===== src/core/ctbd_pkg.sv =====
package ctbd_pkg;

   // Register selector codes
   localparam logic [2:0] REG_B   = 3'h0;
   localparam logic [2:0] REG_C   = 3'h1;
   localparam logic [2:0] REG_D   = 3'h2;
   localparam logic [2:0] REG_E   = 3'h3;
   localparam logic [2:0] REG_H   = 3'h4;
   localparam logic [2:0] REG_L   = 3'h5;
   localparam logic [2:0] REG_MEM = 3'h6;
   localparam logic [2:0] REG_A   = 3'h7;

   // Pair codes
   localparam logic [1:0] PAIR_BC = 2'h0;
   localparam logic [1:0] PAIR_DE = 2'h1;
   localparam logic [1:0] PAIR_HL = 2'h2;
   localparam logic [1:0] PAIR_X  = 2'h3;

   // Condition codes
   localparam logic [2:0] CC_NZ = 3'h0;
   localparam logic [2:0] CC_Z  = 3'h1;
   localparam logic [2:0] CC_NC = 3'h2;
   localparam logic [2:0] CC_C  = 3'h3;
   localparam logic [2:0] CC_PO = 3'h4;
   localparam logic [2:0] CC_PE = 3'h5;
   localparam logic [2:0] CC_P  = 3'h6;
   localparam logic [2:0] CC_M  = 3'h7;

   // Flag byte bit positions
   localparam int FLAG_S  = 7;
   localparam int FLAG_Z  = 6;
   localparam int FLAG_P  = 2;
   localparam int FLAG_CY = 0;

   // Fixed opcodes
   localparam logic [7:0] OP_LD_IMM_MEM   = 8'h36;
   localparam logic [7:0] OP_LD_SP_IMM    = 8'h31;
   localparam logic [7:0] OP_SWAP_DE_HL   = 8'hEB;
   localparam logic [7:0] OP_PUSH_AF      = 8'hF5;
   localparam logic [7:0] OP_POP_AF       = 8'hF1;
   localparam logic [7:0] OP_SWAP_STK_HL  = 8'hE3;
   localparam logic [7:0] OP_HL_TO_SP     = 8'hF9;
   localparam logic [7:0] OP_HL_TO_PC     = 8'hE9;
   localparam logic [7:0] OP_BRANCH       = 8'hC3;
   localparam logic [7:0] OP_CALL         = 8'hCD;
   localparam logic [7:0] OP_ST_ACC_DIR   = 8'h32;
   localparam logic [7:0] OP_LD_ACC_DIR   = 8'h3A;
   localparam logic [7:0] OP_ST_PAIR_DIR  = 8'h22;
   localparam logic [7:0] OP_LD_PAIR_DIR  = 8'h2A;

   // Cycle counts
   localparam logic [4:0] CYC_4  = 5'h04;
   localparam logic [4:0] CYC_6  = 5'h06;
   localparam logic [4:0] CYC_7  = 5'h07;
   localparam logic [4:0] CYC_9  = 5'h09;
   localparam logic [4:0] CYC_10 = 5'h0A;
   localparam logic [4:0] CYC_12 = 5'h0C;
   localparam logic [4:0] CYC_13 = 5'h0D;
   localparam logic [4:0] CYC_16 = 5'h10;
   localparam logic [4:0] CYC_18 = 5'h12;
   localparam logic [4:0] CYC_NONE = 5'h00;

   typedef enum logic [4:0] {
      OPC_NONE,
      OPC_COPY_BYTE,
      OPC_STORE_REG_MEM,
      OPC_LOAD_REG_MEM,
      OPC_LOAD_IMM_BYTE,
      OPC_LOAD_IMM_MEM,
      OPC_LOAD_IMM_PAIR,
      OPC_LOAD_IMM_SP,
      OPC_STORE_ACC_IND,
      OPC_LOAD_ACC_IND,
      OPC_STORE_ACC_DIR,
      OPC_LOAD_ACC_DIR,
      OPC_STORE_PAIR_DIR,
      OPC_LOAD_PAIR_DIR,
      OPC_SWAP_DE_HL,
      OPC_PUSH_PAIR,
      OPC_PUSH_AF,
      OPC_POP_PAIR,
      OPC_POP_AF,
      OPC_SWAP_STK_HL,
      OPC_HL_TO_SP,
      OPC_HL_TO_PC,
      OPC_BRANCH,
      OPC_BRANCH_COND,
      OPC_CALL,
      OPC_CALL_COND
   } ctbd_op_t;

   typedef struct packed {
      ctbd_op_t   op;
      logic [2:0] dst;
      logic [2:0] src;
      logic [1:0] pair;
      logic       cond_taken;
      logic [4:0] cycles;
   } ctbd_dec_t;

endpackage


===== src/core/ctbd_cond_eval.sv =====
module ctbd_cond_eval
   import ctbd_pkg::*;
(
   input  wire logic [2:0] cc,
   input  wire logic [7:0] flags,
   output logic            taken
);

   always_comb
   begin
      case (cc)
         CC_NZ:   taken = !flags[FLAG_Z];
         CC_Z:    taken = flags[FLAG_Z];
         CC_NC:   taken = !flags[FLAG_CY];
         CC_C:    taken = flags[FLAG_CY];
         CC_PO:   taken = !flags[FLAG_P];
         CC_PE:   taken = flags[FLAG_P];
         CC_P:    taken = !flags[FLAG_S];
         CC_M:    taken = flags[FLAG_S];
         default: taken = 1'b0;
      endcase
   end

endmodule // ctbd_cond_eval


===== src/core/ctbd_decoder.sv =====
// Overview of operation
// (RULE1) 01dddsss copies register, 4 cycles
// (RULE2) 01110sss stores register to memory, 7
// (RULE3) 01ddd110 loads register from memory, 7
// (RULE4) 00ddd110 loads immediate byte, 7 cycles
// (RULE5) 00110110 immediate to memory, 10 cycles
// (RULE6) 00pp0001 loads immediate pair, 10 cycles
// (RULE7) 00110001 loads stack pointer, 10 cycles
// (RULE8) 11101011 swaps DE with HL, 4
// (RULE9) 11pp0101 pushes pair, 12 cycles
// (RULE10) 11110101 pushes accumulator and flags, 12
// (RULE11) 11pp0001 pops pair, 10 cycles
// (RULE12) 11110001 pops accumulator and flags, 10
// (RULE13) 11100011 swaps HL with stack top, 16
// (RULE14) 11111001 copies HL to stack pointer, 6
// (RULE15) 11101001 jumps through HL, 6 cycles
// (RULE16) Register codes B..L, memory 110, A 111
// (RULE17) Conditional: short if fails, long if holds
// (RULE18) Branch 10; conditional branch 7 or 10
// (RULE19) Call 18; conditional call 9 or 18
// (RULE20) Accumulator indirect 7, direct 13, pair 16
module ctbd_decoder
   import ctbd_pkg::*;
(
   input  wire logic            clk_sys,
   input  wire logic            rst,
   input  wire logic            op_valid,
   input  wire logic [7:0]      opcode,
   input  wire logic [7:0]      flags,
   output ctbd_pkg::ctbd_dec_t  dec_q,
   output logic                 dec_valid_q,
   output logic                 busy,
   output logic                 done
);
   import ctbd_pkg::*;

   ////////////////////////////////////////////////////////////////////
   ctbd_dec_t  dec_d;
   logic       cond_ok;
   logic [4:0] cnt_q;

   // Field extraction used in several places
   function automatic logic [2:0] dst_of(input logic [7:0] o);
      return o[5:3];
   endfunction

   function automatic logic [2:0] src_of(input logic [7:0] o);
      return o[2:0];
   endfunction

   ctbd_cond_eval u_cond (
      .cc    (dst_of(opcode)),
      .flags (flags),
      .taken (cond_ok)
   );

   ////////////////////////////////////////////////////////////////////
   always_comb
   begin
      dec_d            = '0;
      dec_d.op         = OPC_NONE;
      dec_d.dst        = dst_of(opcode);  // [RULE16]
      dec_d.src        = src_of(opcode);  // [RULE16]
      dec_d.pair       = opcode[5:4];
      dec_d.cond_taken = 1'b1;
      dec_d.cycles     = CYC_NONE;
      // Fixed opcodes first; they overlap the field patterns below
      case (opcode)
         OP_LD_IMM_MEM:  begin dec_d.op = OPC_LOAD_IMM_MEM;   dec_d.cycles = CYC_10; end // [RULE5]
         OP_LD_SP_IMM:   begin dec_d.op = OPC_LOAD_IMM_SP;    dec_d.cycles = CYC_10; end // [RULE7]
         OP_SWAP_DE_HL:  begin dec_d.op = OPC_SWAP_DE_HL;     dec_d.cycles = CYC_4;  end // [RULE8]
         OP_PUSH_AF:     begin dec_d.op = OPC_PUSH_AF;        dec_d.cycles = CYC_12; end // [RULE10]
         OP_POP_AF:      begin dec_d.op = OPC_POP_AF;         dec_d.cycles = CYC_10; end // [RULE12]
         OP_SWAP_STK_HL: begin dec_d.op = OPC_SWAP_STK_HL;    dec_d.cycles = CYC_16; end // [RULE13]
         OP_HL_TO_SP:    begin dec_d.op = OPC_HL_TO_SP;       dec_d.cycles = CYC_6;  end // [RULE14]
         OP_HL_TO_PC:    begin dec_d.op = OPC_HL_TO_PC;       dec_d.cycles = CYC_6;  end // [RULE15]
         OP_BRANCH:      begin dec_d.op = OPC_BRANCH;         dec_d.cycles = CYC_10; end // [RULE18]
         OP_CALL:        begin dec_d.op = OPC_CALL;           dec_d.cycles = CYC_18; end // [RULE19]
         OP_ST_ACC_DIR:  begin dec_d.op = OPC_STORE_ACC_DIR;  dec_d.cycles = CYC_13; end // [RULE20]
         OP_LD_ACC_DIR:  begin dec_d.op = OPC_LOAD_ACC_DIR;   dec_d.cycles = CYC_13; end // [RULE20]
         OP_ST_PAIR_DIR: begin dec_d.op = OPC_STORE_PAIR_DIR; dec_d.cycles = CYC_16; end // [RULE20]
         OP_LD_PAIR_DIR: begin dec_d.op = OPC_LOAD_PAIR_DIR;  dec_d.cycles = CYC_16; end // [RULE20]
         default:
         begin
            if (opcode[7:6] == 2'b01)
            begin
               // 0x76 is halt, outside this block
               if (dst_of(opcode) == REG_MEM && src_of(opcode) == REG_MEM)
               begin
                  dec_d.op = OPC_NONE;
               end
               else if (dst_of(opcode) == REG_MEM)
               begin
                  dec_d.op     = OPC_STORE_REG_MEM;  // [RULE2]
                  dec_d.cycles = CYC_7;
               end
               else if (src_of(opcode) == REG_MEM)
               begin
                  dec_d.op     = OPC_LOAD_REG_MEM;  // [RULE3]
                  dec_d.cycles = CYC_7;
               end
               else
               begin
                  dec_d.op     = OPC_COPY_BYTE;  // [RULE1]
                  dec_d.cycles = CYC_4;
               end
            end
            else if (opcode[7:6] == 2'b00 && src_of(opcode) == 3'h6)
            begin
               dec_d.op     = OPC_LOAD_IMM_BYTE;  // [RULE4]
               dec_d.cycles = CYC_7;
            end
            else if (opcode[7:6] == 2'b00 && opcode[3:0] == 4'h1)
            begin
               dec_d.op     = OPC_LOAD_IMM_PAIR;  // [RULE6]
               dec_d.cycles = CYC_10;
            end
            else if (opcode[7:5] == 3'b000 && opcode[3:0] == 4'h2)
            begin
               dec_d.op     = OPC_STORE_ACC_IND;  // [RULE20]
               dec_d.pair   = {1'b0, opcode[4]};
               dec_d.cycles = CYC_7;
            end
            else if (opcode[7:5] == 3'b000 && opcode[3:0] == 4'hA)
            begin
               dec_d.op     = OPC_LOAD_ACC_IND;  // [RULE20]
               dec_d.pair   = {1'b0, opcode[4]};
               dec_d.cycles = CYC_7;
            end
            else if (opcode[7:6] == 2'b11 && opcode[3:0] == 4'h5
                     && opcode[5:4] != PAIR_X)
            begin
               dec_d.op     = OPC_PUSH_PAIR;  // [RULE9]
               dec_d.cycles = CYC_12;
            end
            else if (opcode[7:6] == 2'b11 && opcode[3:0] == 4'h1
                     && opcode[5:4] != PAIR_X)
            begin
               dec_d.op     = OPC_POP_PAIR;  // [RULE11]
               dec_d.cycles = CYC_10;
            end
            else if (opcode[7:6] == 2'b11 && src_of(opcode) == 3'h2)
            begin
               dec_d.op         = OPC_BRANCH_COND;  // [RULE18]
               dec_d.cond_taken = cond_ok;
               dec_d.cycles     = cond_ok ? CYC_10 : CYC_7;  // [RULE17]
            end
            else if (opcode[7:6] == 2'b11 && src_of(opcode) == 3'h4)
            begin
               dec_d.op         = OPC_CALL_COND;  // [RULE19]
               dec_d.cond_taken = cond_ok;
               dec_d.cycles     = cond_ok ? CYC_18 : CYC_9;  // [RULE17]
            end
         end
      endcase
   end

   ////////////////////////////////////////////////////////////////////
   // Latch decode; new opcodes ignored while busy, accepted again in the done cycle
   always_ff @(posedge clk_sys or posedge rst)
   begin
      if (rst)
      begin
         dec_q       <= '0;
         dec_valid_q <= 1'b0;
      end
      else if (op_valid && !busy)
      begin
         dec_q       <= dec_d;
         dec_valid_q <= (dec_d.op != OPC_NONE);
      end
      else if (done)
      begin
         dec_valid_q <= 1'b0;
      end
   end

   // Cycle counter, loaded at accept, counts down to 0; done at 1
   always_ff @(posedge clk_sys or posedge rst)
   begin
      if (rst)
      begin
         cnt_q <= '0;
      end
      else if (op_valid && !busy)
      begin
         cnt_q <= dec_d.cycles;
      end
      else if (cnt_q != '0)
      begin
         cnt_q <= cnt_q - 5'h01;
      end
   end

   assign busy = (cnt_q > 5'h01);
   assign done = (cnt_q == 5'h01);
endmodule // ctbd_decoder


===== config.mk =====
export PLATFORM = sky130hd
export DESIGN_NAME = ctbd_decoder
export DESIGN_NICKNAME = d
export VERILOG_FILES = /design/src/core/ctbd_pkg.sv /design/src/core/ctbd_cond_eval.sv /design/src/core/ctbd_decoder.sv
export SDC_FILE = /design/constraint.sdc
export NUM_CORES = 1
export LEC_CHECK = 0
export BUFFER_PORTS_ARGS = -buffer_cell sky130_fd_sc_hd__buf_2
export CAP_MARGIN = 20
export CORE_UTILIZATION = 56
export CTS_BUF_LIST = sky130_fd_sc_hd__clkbuf_8
export DETAILED_ROUTE_END_ITERATION = 16
export PLACE_DENSITY = 0.88
export SLEW_MARGIN = 20
export SYNTH_ARGS = -nofsm -noshare
export SYNTH_HDL_FRONTEND = slang
export SYNTH_SLANG_ARGS = --single-unit

===== constraint.sdc =====
create_clock -name clk_sys -period 2 [get_ports clk_sys]
set_input_delay 0.6 -clock clk_sys [delete_from_list [all_inputs] [get_ports clk_sys]]
set_output_delay 0.6 -clock clk_sys [all_outputs]
set_load 0.1 [all_outputs]

==> impl_results.md, run 1 <==
- Max Buffers Root-to-Sink: 2
- Rows: 20
- Most common cell in the netlist: nand2_1
- Routability cong.: around 1.0
- Syn Nets: 249
- Grt repair worst endpoint: dec_q[3]$_DFFE_PP0P_/D
- Yosys top cell by area: dfrtp_1
- CTS root buf: clkbuf_8
- I/O Pins: 41
- Largest net degree at the start of global routing: 25
- H-tree Lvls: 1
- Library cells used by synthesis: a little under 60
- Post-Syn Area: 1860 um^2
- Synth Flop Type: dfrtp_1
- Share of Yosys cell area claimed by the top area cell type: 32.3%
- EDFF count, synth: 0
- Status: aborted with a tool error
- Post-synth top cells: 35 x nand2_1, 24 x dfrtp_1, 24 x nor2_1, 11 x a21oi_1, 11 x o21ai_0
- CTS sink cnt: 24
- Post-synthesis sequential area ratio: 32.3%
- YS warnings: 0
- Syn Inst Count: roughly 230
- FF+latch count, synth: 24
- Worst EP kind: sequential cell input
- CTS Buf Count: 3
- Avg Cell Area, Syn: around 8.1 um^2
- Die H: 59.6 um
- Pre-CTS setup slack: -0.423 ns
- Error msg: [ERROR GRT-0232] Routing congestion too high. Check the congestion heatmap in the GUI.
- Ys async rst share: 100%
- Starting density of the core: 59.8%
- GRT Overall Usage: 82.6%
- Placed Instance Area: roughly 2600 um^2
- Synth area leaders: dfrtp_1 32%, nand2_1 7.1%, nor2_1 4.9%
- Fail Step: 5_1_grt
- GRT overflow: ~180
- Die X: 59.6 um
- Port buffer count: 36
- Dpl hpwl: between 4 and 5 mm
## per-layer routing
layer | overflow | GRT usage, %
met3 | 0 | 45.0
met4 | 76 | 113
met1 | 3 | 78.1
met5 | 0 | 4.76
met2 | 99 | 109
## cell families after synthesis
kind of cell,share of synthesized area (%)
and+or+nand+nor,29.4
buffers and inverters,6.27
xor gates and xnor gates,2.36
adders and majority gates,1.35
AOI/OAI and AO/OA,23.5
muxes,4.78
DFF,32.3
## what timing repair did
| item | CTS |
|---|---|
| hold buffers | 0 |
| gates resized for setup | 22 |
| buffers inserted | 3 |
| endpoints found under the setup margin | 15 |
| pin swaps | 14 |
## stage by stage
stage,hold WS (ns),std cells
after CTS,0.368,361
after detailed placement,0.465,354
after global placement,0.455,354
after floorplan,0.467,228
==> run 2, diff against run 1 <==
CORE_UTILIZATION = 40   (was 56)
CTS_BUF_LIST = not set   (was sky130_fd_sc_hd__clkbuf_8)
PLACE_DENSITY = not set   (was 0.88)
PLACE_DENSITY_LB_ADDON = 0.15   (was not set)
==> impl_results.md, run 2 <==
- Crit path top cell by count: a211o_1
- Initial antenna violation count: 0
- # diodes: 0
- Pre-antenna DRT Iters: 4
- Max-Cap Viols: 0
- Critical Path Max Stage Delay: about 0.32 ns
- Most frequent cells in the layout: 74 x buf_4, 34 x nand2_1, 28 x buf_2
- Layout cells sized above 1: about 46%
- Relative slew slack: around two thirds
- CTS root buf: clkbuf_8 (unchanged)
- Yosys top cell by area: dfrtp_1 (unchanged)
- Most common cell after layout, fill and taps aside: buf_4
- Final setup viols: 4
- Pre-CTS setup slack: -0.428 ns (was -0.423 ns)
- Port buffer count: 36 (unchanged)
- Met2 usage: ~38%
- EDFF count, synth: 0 (unchanged)
- Core Area: 4410 um^2
- CP delay by family, top: compound AO/OA/AOI/OAI gates
- FF+latch count, synth: 24 (unchanged)
- Die H: 70.1 um (was 59.6 um)
- Final WS setup: -0.0631 ns
- Placed Instance Area: 2550 um^2 (about the same)
- Syn Nets: 249 (unchanged)
- Die ar.: 4920 um^2
- GRT Overall Usage: 22.9%
- Post-synth top cells: 35 x nand2_1, 24 x dfrtp_1, 24 x nor2_1, 11 x a21oi_1, 11 x o21ai_0 (unchanged)
- Routability cong.: 0.923 (was 1.02)
- Synth area leaders: dfrtp_1 32%, nand2_1 7.1%, nor2_1 4.9% (unchanged)
- Required @ worst endpoint: ~2.1 ns
- Fin. Hold Viols: 0
- Rows: 24 (was 20)
- Skew final: around 0.0019 ns
- Share of Yosys cell area claimed by the top area cell type: 32.3% (unchanged)
- Pwr/cell area: 1340 nW/um^2
- Avg Cell Area, Syn: 8.14 um^2 (unchanged)
- Post-Route WL: 5.60 mm
- Clk slew on worst S/H paths: about 0.08 ns
- Post-Syn Area: 1860 um^2 (unchanged)
- YS warnings: 0 (unchanged)
- Period minus WS final: 2.06 ns
- GRT overflow: 0
- Die X: 70.1 um (was 59.6 um)
- Worst-Skew Late Latency: 0.26 ns
- Max reg flops: 18
- VDD IR max: 1.09 mV
- Vias post-DR: 2,047
- I/O Pins: 41 (unchanged)
- Area Overhead vs Synth: 56.5%
- Biggest register: dec_q
- Post-synthesis sequential area ratio: 32.3% (unchanged)
- CTS sink cnt: 24 (unchanged)
- Crit-path max FO: 5
- Final Hold Slack: roughly 0.37 ns
- CP Buf/Inv Count: 2
- Fillers: 377
- First-pass GRT wire length: roughly 9.0 mm
- Vias in the first global route: between 1,500 and 2,000
- CTS Buf Count: 3 (unchanged)
- H-tree Lvls: 1 (unchanged)
- Final Slew Violations: 0
- Starting density of the core: 42.1% (was 59.8%)
- Syn Inst Count: 228 (unchanged)
- Hold-fix buffers, CTS: 0 (unchanged)
- Worst Hold Class: in -> async
- DRC errors left: 0
- Startpoint types: primary input
- Slew at the pin with the worst max-slew slack: 0.488 ns
- Critical path's slowest cell: nor4_2
- Drt initial violations: 140
- P_leak: between 1 and 1.5 nW
- Synth Flop Type: dfrtp_1 (unchanged)
- Library cells used by synthesis: 58 (unchanged)
- CTS tree: built
- Endpoint type of the worst setup path: register
- Ys async rst share: 100% (unchanged)
- Largest net degree at the start of global routing: 25
- Cell Chain, Critical Path: buf_8 > or3b_4 > buf_4 > nor3_1 > a211o_1 > a211o_1 > nor4_2 > a32oi_2
- Via density: between 5 and 6
- Met1 usage: between 30% and 40%
- Routed Antenna Nets: 0
- Crit Path Class: in -> reg
- Top Usage Layer GRT: met2
- Fin area: just under 3000 um^2
- Post-Route Utilization: between 60% and 70%
- Met3 usage: 3.46%
- Biggest regs: dec_q x18, cnt_q x5, dec_valid_q x1
- WP data arrival: ~2.2 ns
- Dpl cells: 361 (was 354)
- Non-Filler Instances: roughly 380
- Fmax: a little under 0.5 GHz
- Most common cell in the netlist: nand2_1 (unchanged)
- Crit share post-route: 103%
- Failing checks: setup timing
- Routed WL per cell: about 15 um
- Post-layout net count: roughly 350
- Max Buffers Root-to-Sink: 2 (unchanged)
- RSZ-0062 raised after global routing: true
- Status: complete, but fails checks (was aborted with a tool error)
- Dpl hpwl: 4.28 mm (was 4.56 mm)
[run 2: cells by family (layout without fill, tap and decap cells)]
kind of cell / Yosys count / in the layout / share of synthesized area, %
compound gates: 60 / 60 / 23.5
xor+xnor: 5 / 5 / 2.36
simple gates: 106 / 106 / 29.4
buf+inv: 24 / 120 / 6.27
flops: 24 / 24 / 32.3
fa+ha+maj: 2 / 2 / 1.35
mux: 7 / 7 / 4.78
[run 2: per-layer routing]
metal / routed length (um) / vias to the layer above
li1: - / 1009
met1: 2600 / 974
met2: 2710 / 51
met3: 198 / 13
met4: 97 / 0
met5: 0 / -
[run 2: timing repair]
item	4_1_cts	5_1_grt
pin swaps	12	11
resized for setup	25	21
setup buffers	5	7
endpoints found under the setup margin	13	12
[run 2: path summary, 6_finish.rpt]
path	startpoint	endpoint	slack [ns]	cells past startpoint
setup / recovery	opcode[1]	dec_valid_q	-0.06	8
hold / removal	rst	dec_q[13]	0.37	3
setup reg to reg	cnt_q[3]	cnt_q[2]	0.25	6
hold reg to reg	dec_q[13]	dec_q[13]	0.48	2
max in group asynchronous	rst	dec_q[15]	1.39	3
min in group clk_sys	dec_q[13]	dec_q[13]	0.48	2
[run 2: report_power, final]
group	internal (W)	switching (W)	leakage, nW	total, W
combinational	0.000696	0.00205	1.07	0.00275
clock	0.000135	0.000145	0.0216	0.000280
sequential	0.000705	0.000153	0.301	0.000858
total	0.00154	0.00235	1.39	0.00389
[run 2: area by class of cell]
class                           instances  area, um^2  share of cell area (%)
Inverter                                7        26.3                   0.904
Multi-Input combinational cell        180        1340                    46.3
Timing Repair Buffer                  110         828                    28.5
Tap cell                               52        65.1                    2.24
Clock buffer                            3        41.3                    1.42
Sequential cell                        24         601                    20.7
[run 2: worst register-to-register path: cells and delay by family (launching register included)]
kind,cells,cell delay [ns]
simple gates,2,0.52
flops,1,0.44
compound gates,4,0.68
[run 2: per-stage QoR]
stage                     setup TNS, ns  power, W
after floorplan                   -1.59   0.00293
after global placement            -4.95   0.00345
after detailed placement          -5.26   0.00348
after CTS                        -0.120   0.00382
after global routing             -0.308   0.00407
final                            -0.111   0.00389
(Power assumes the default switching activity.)
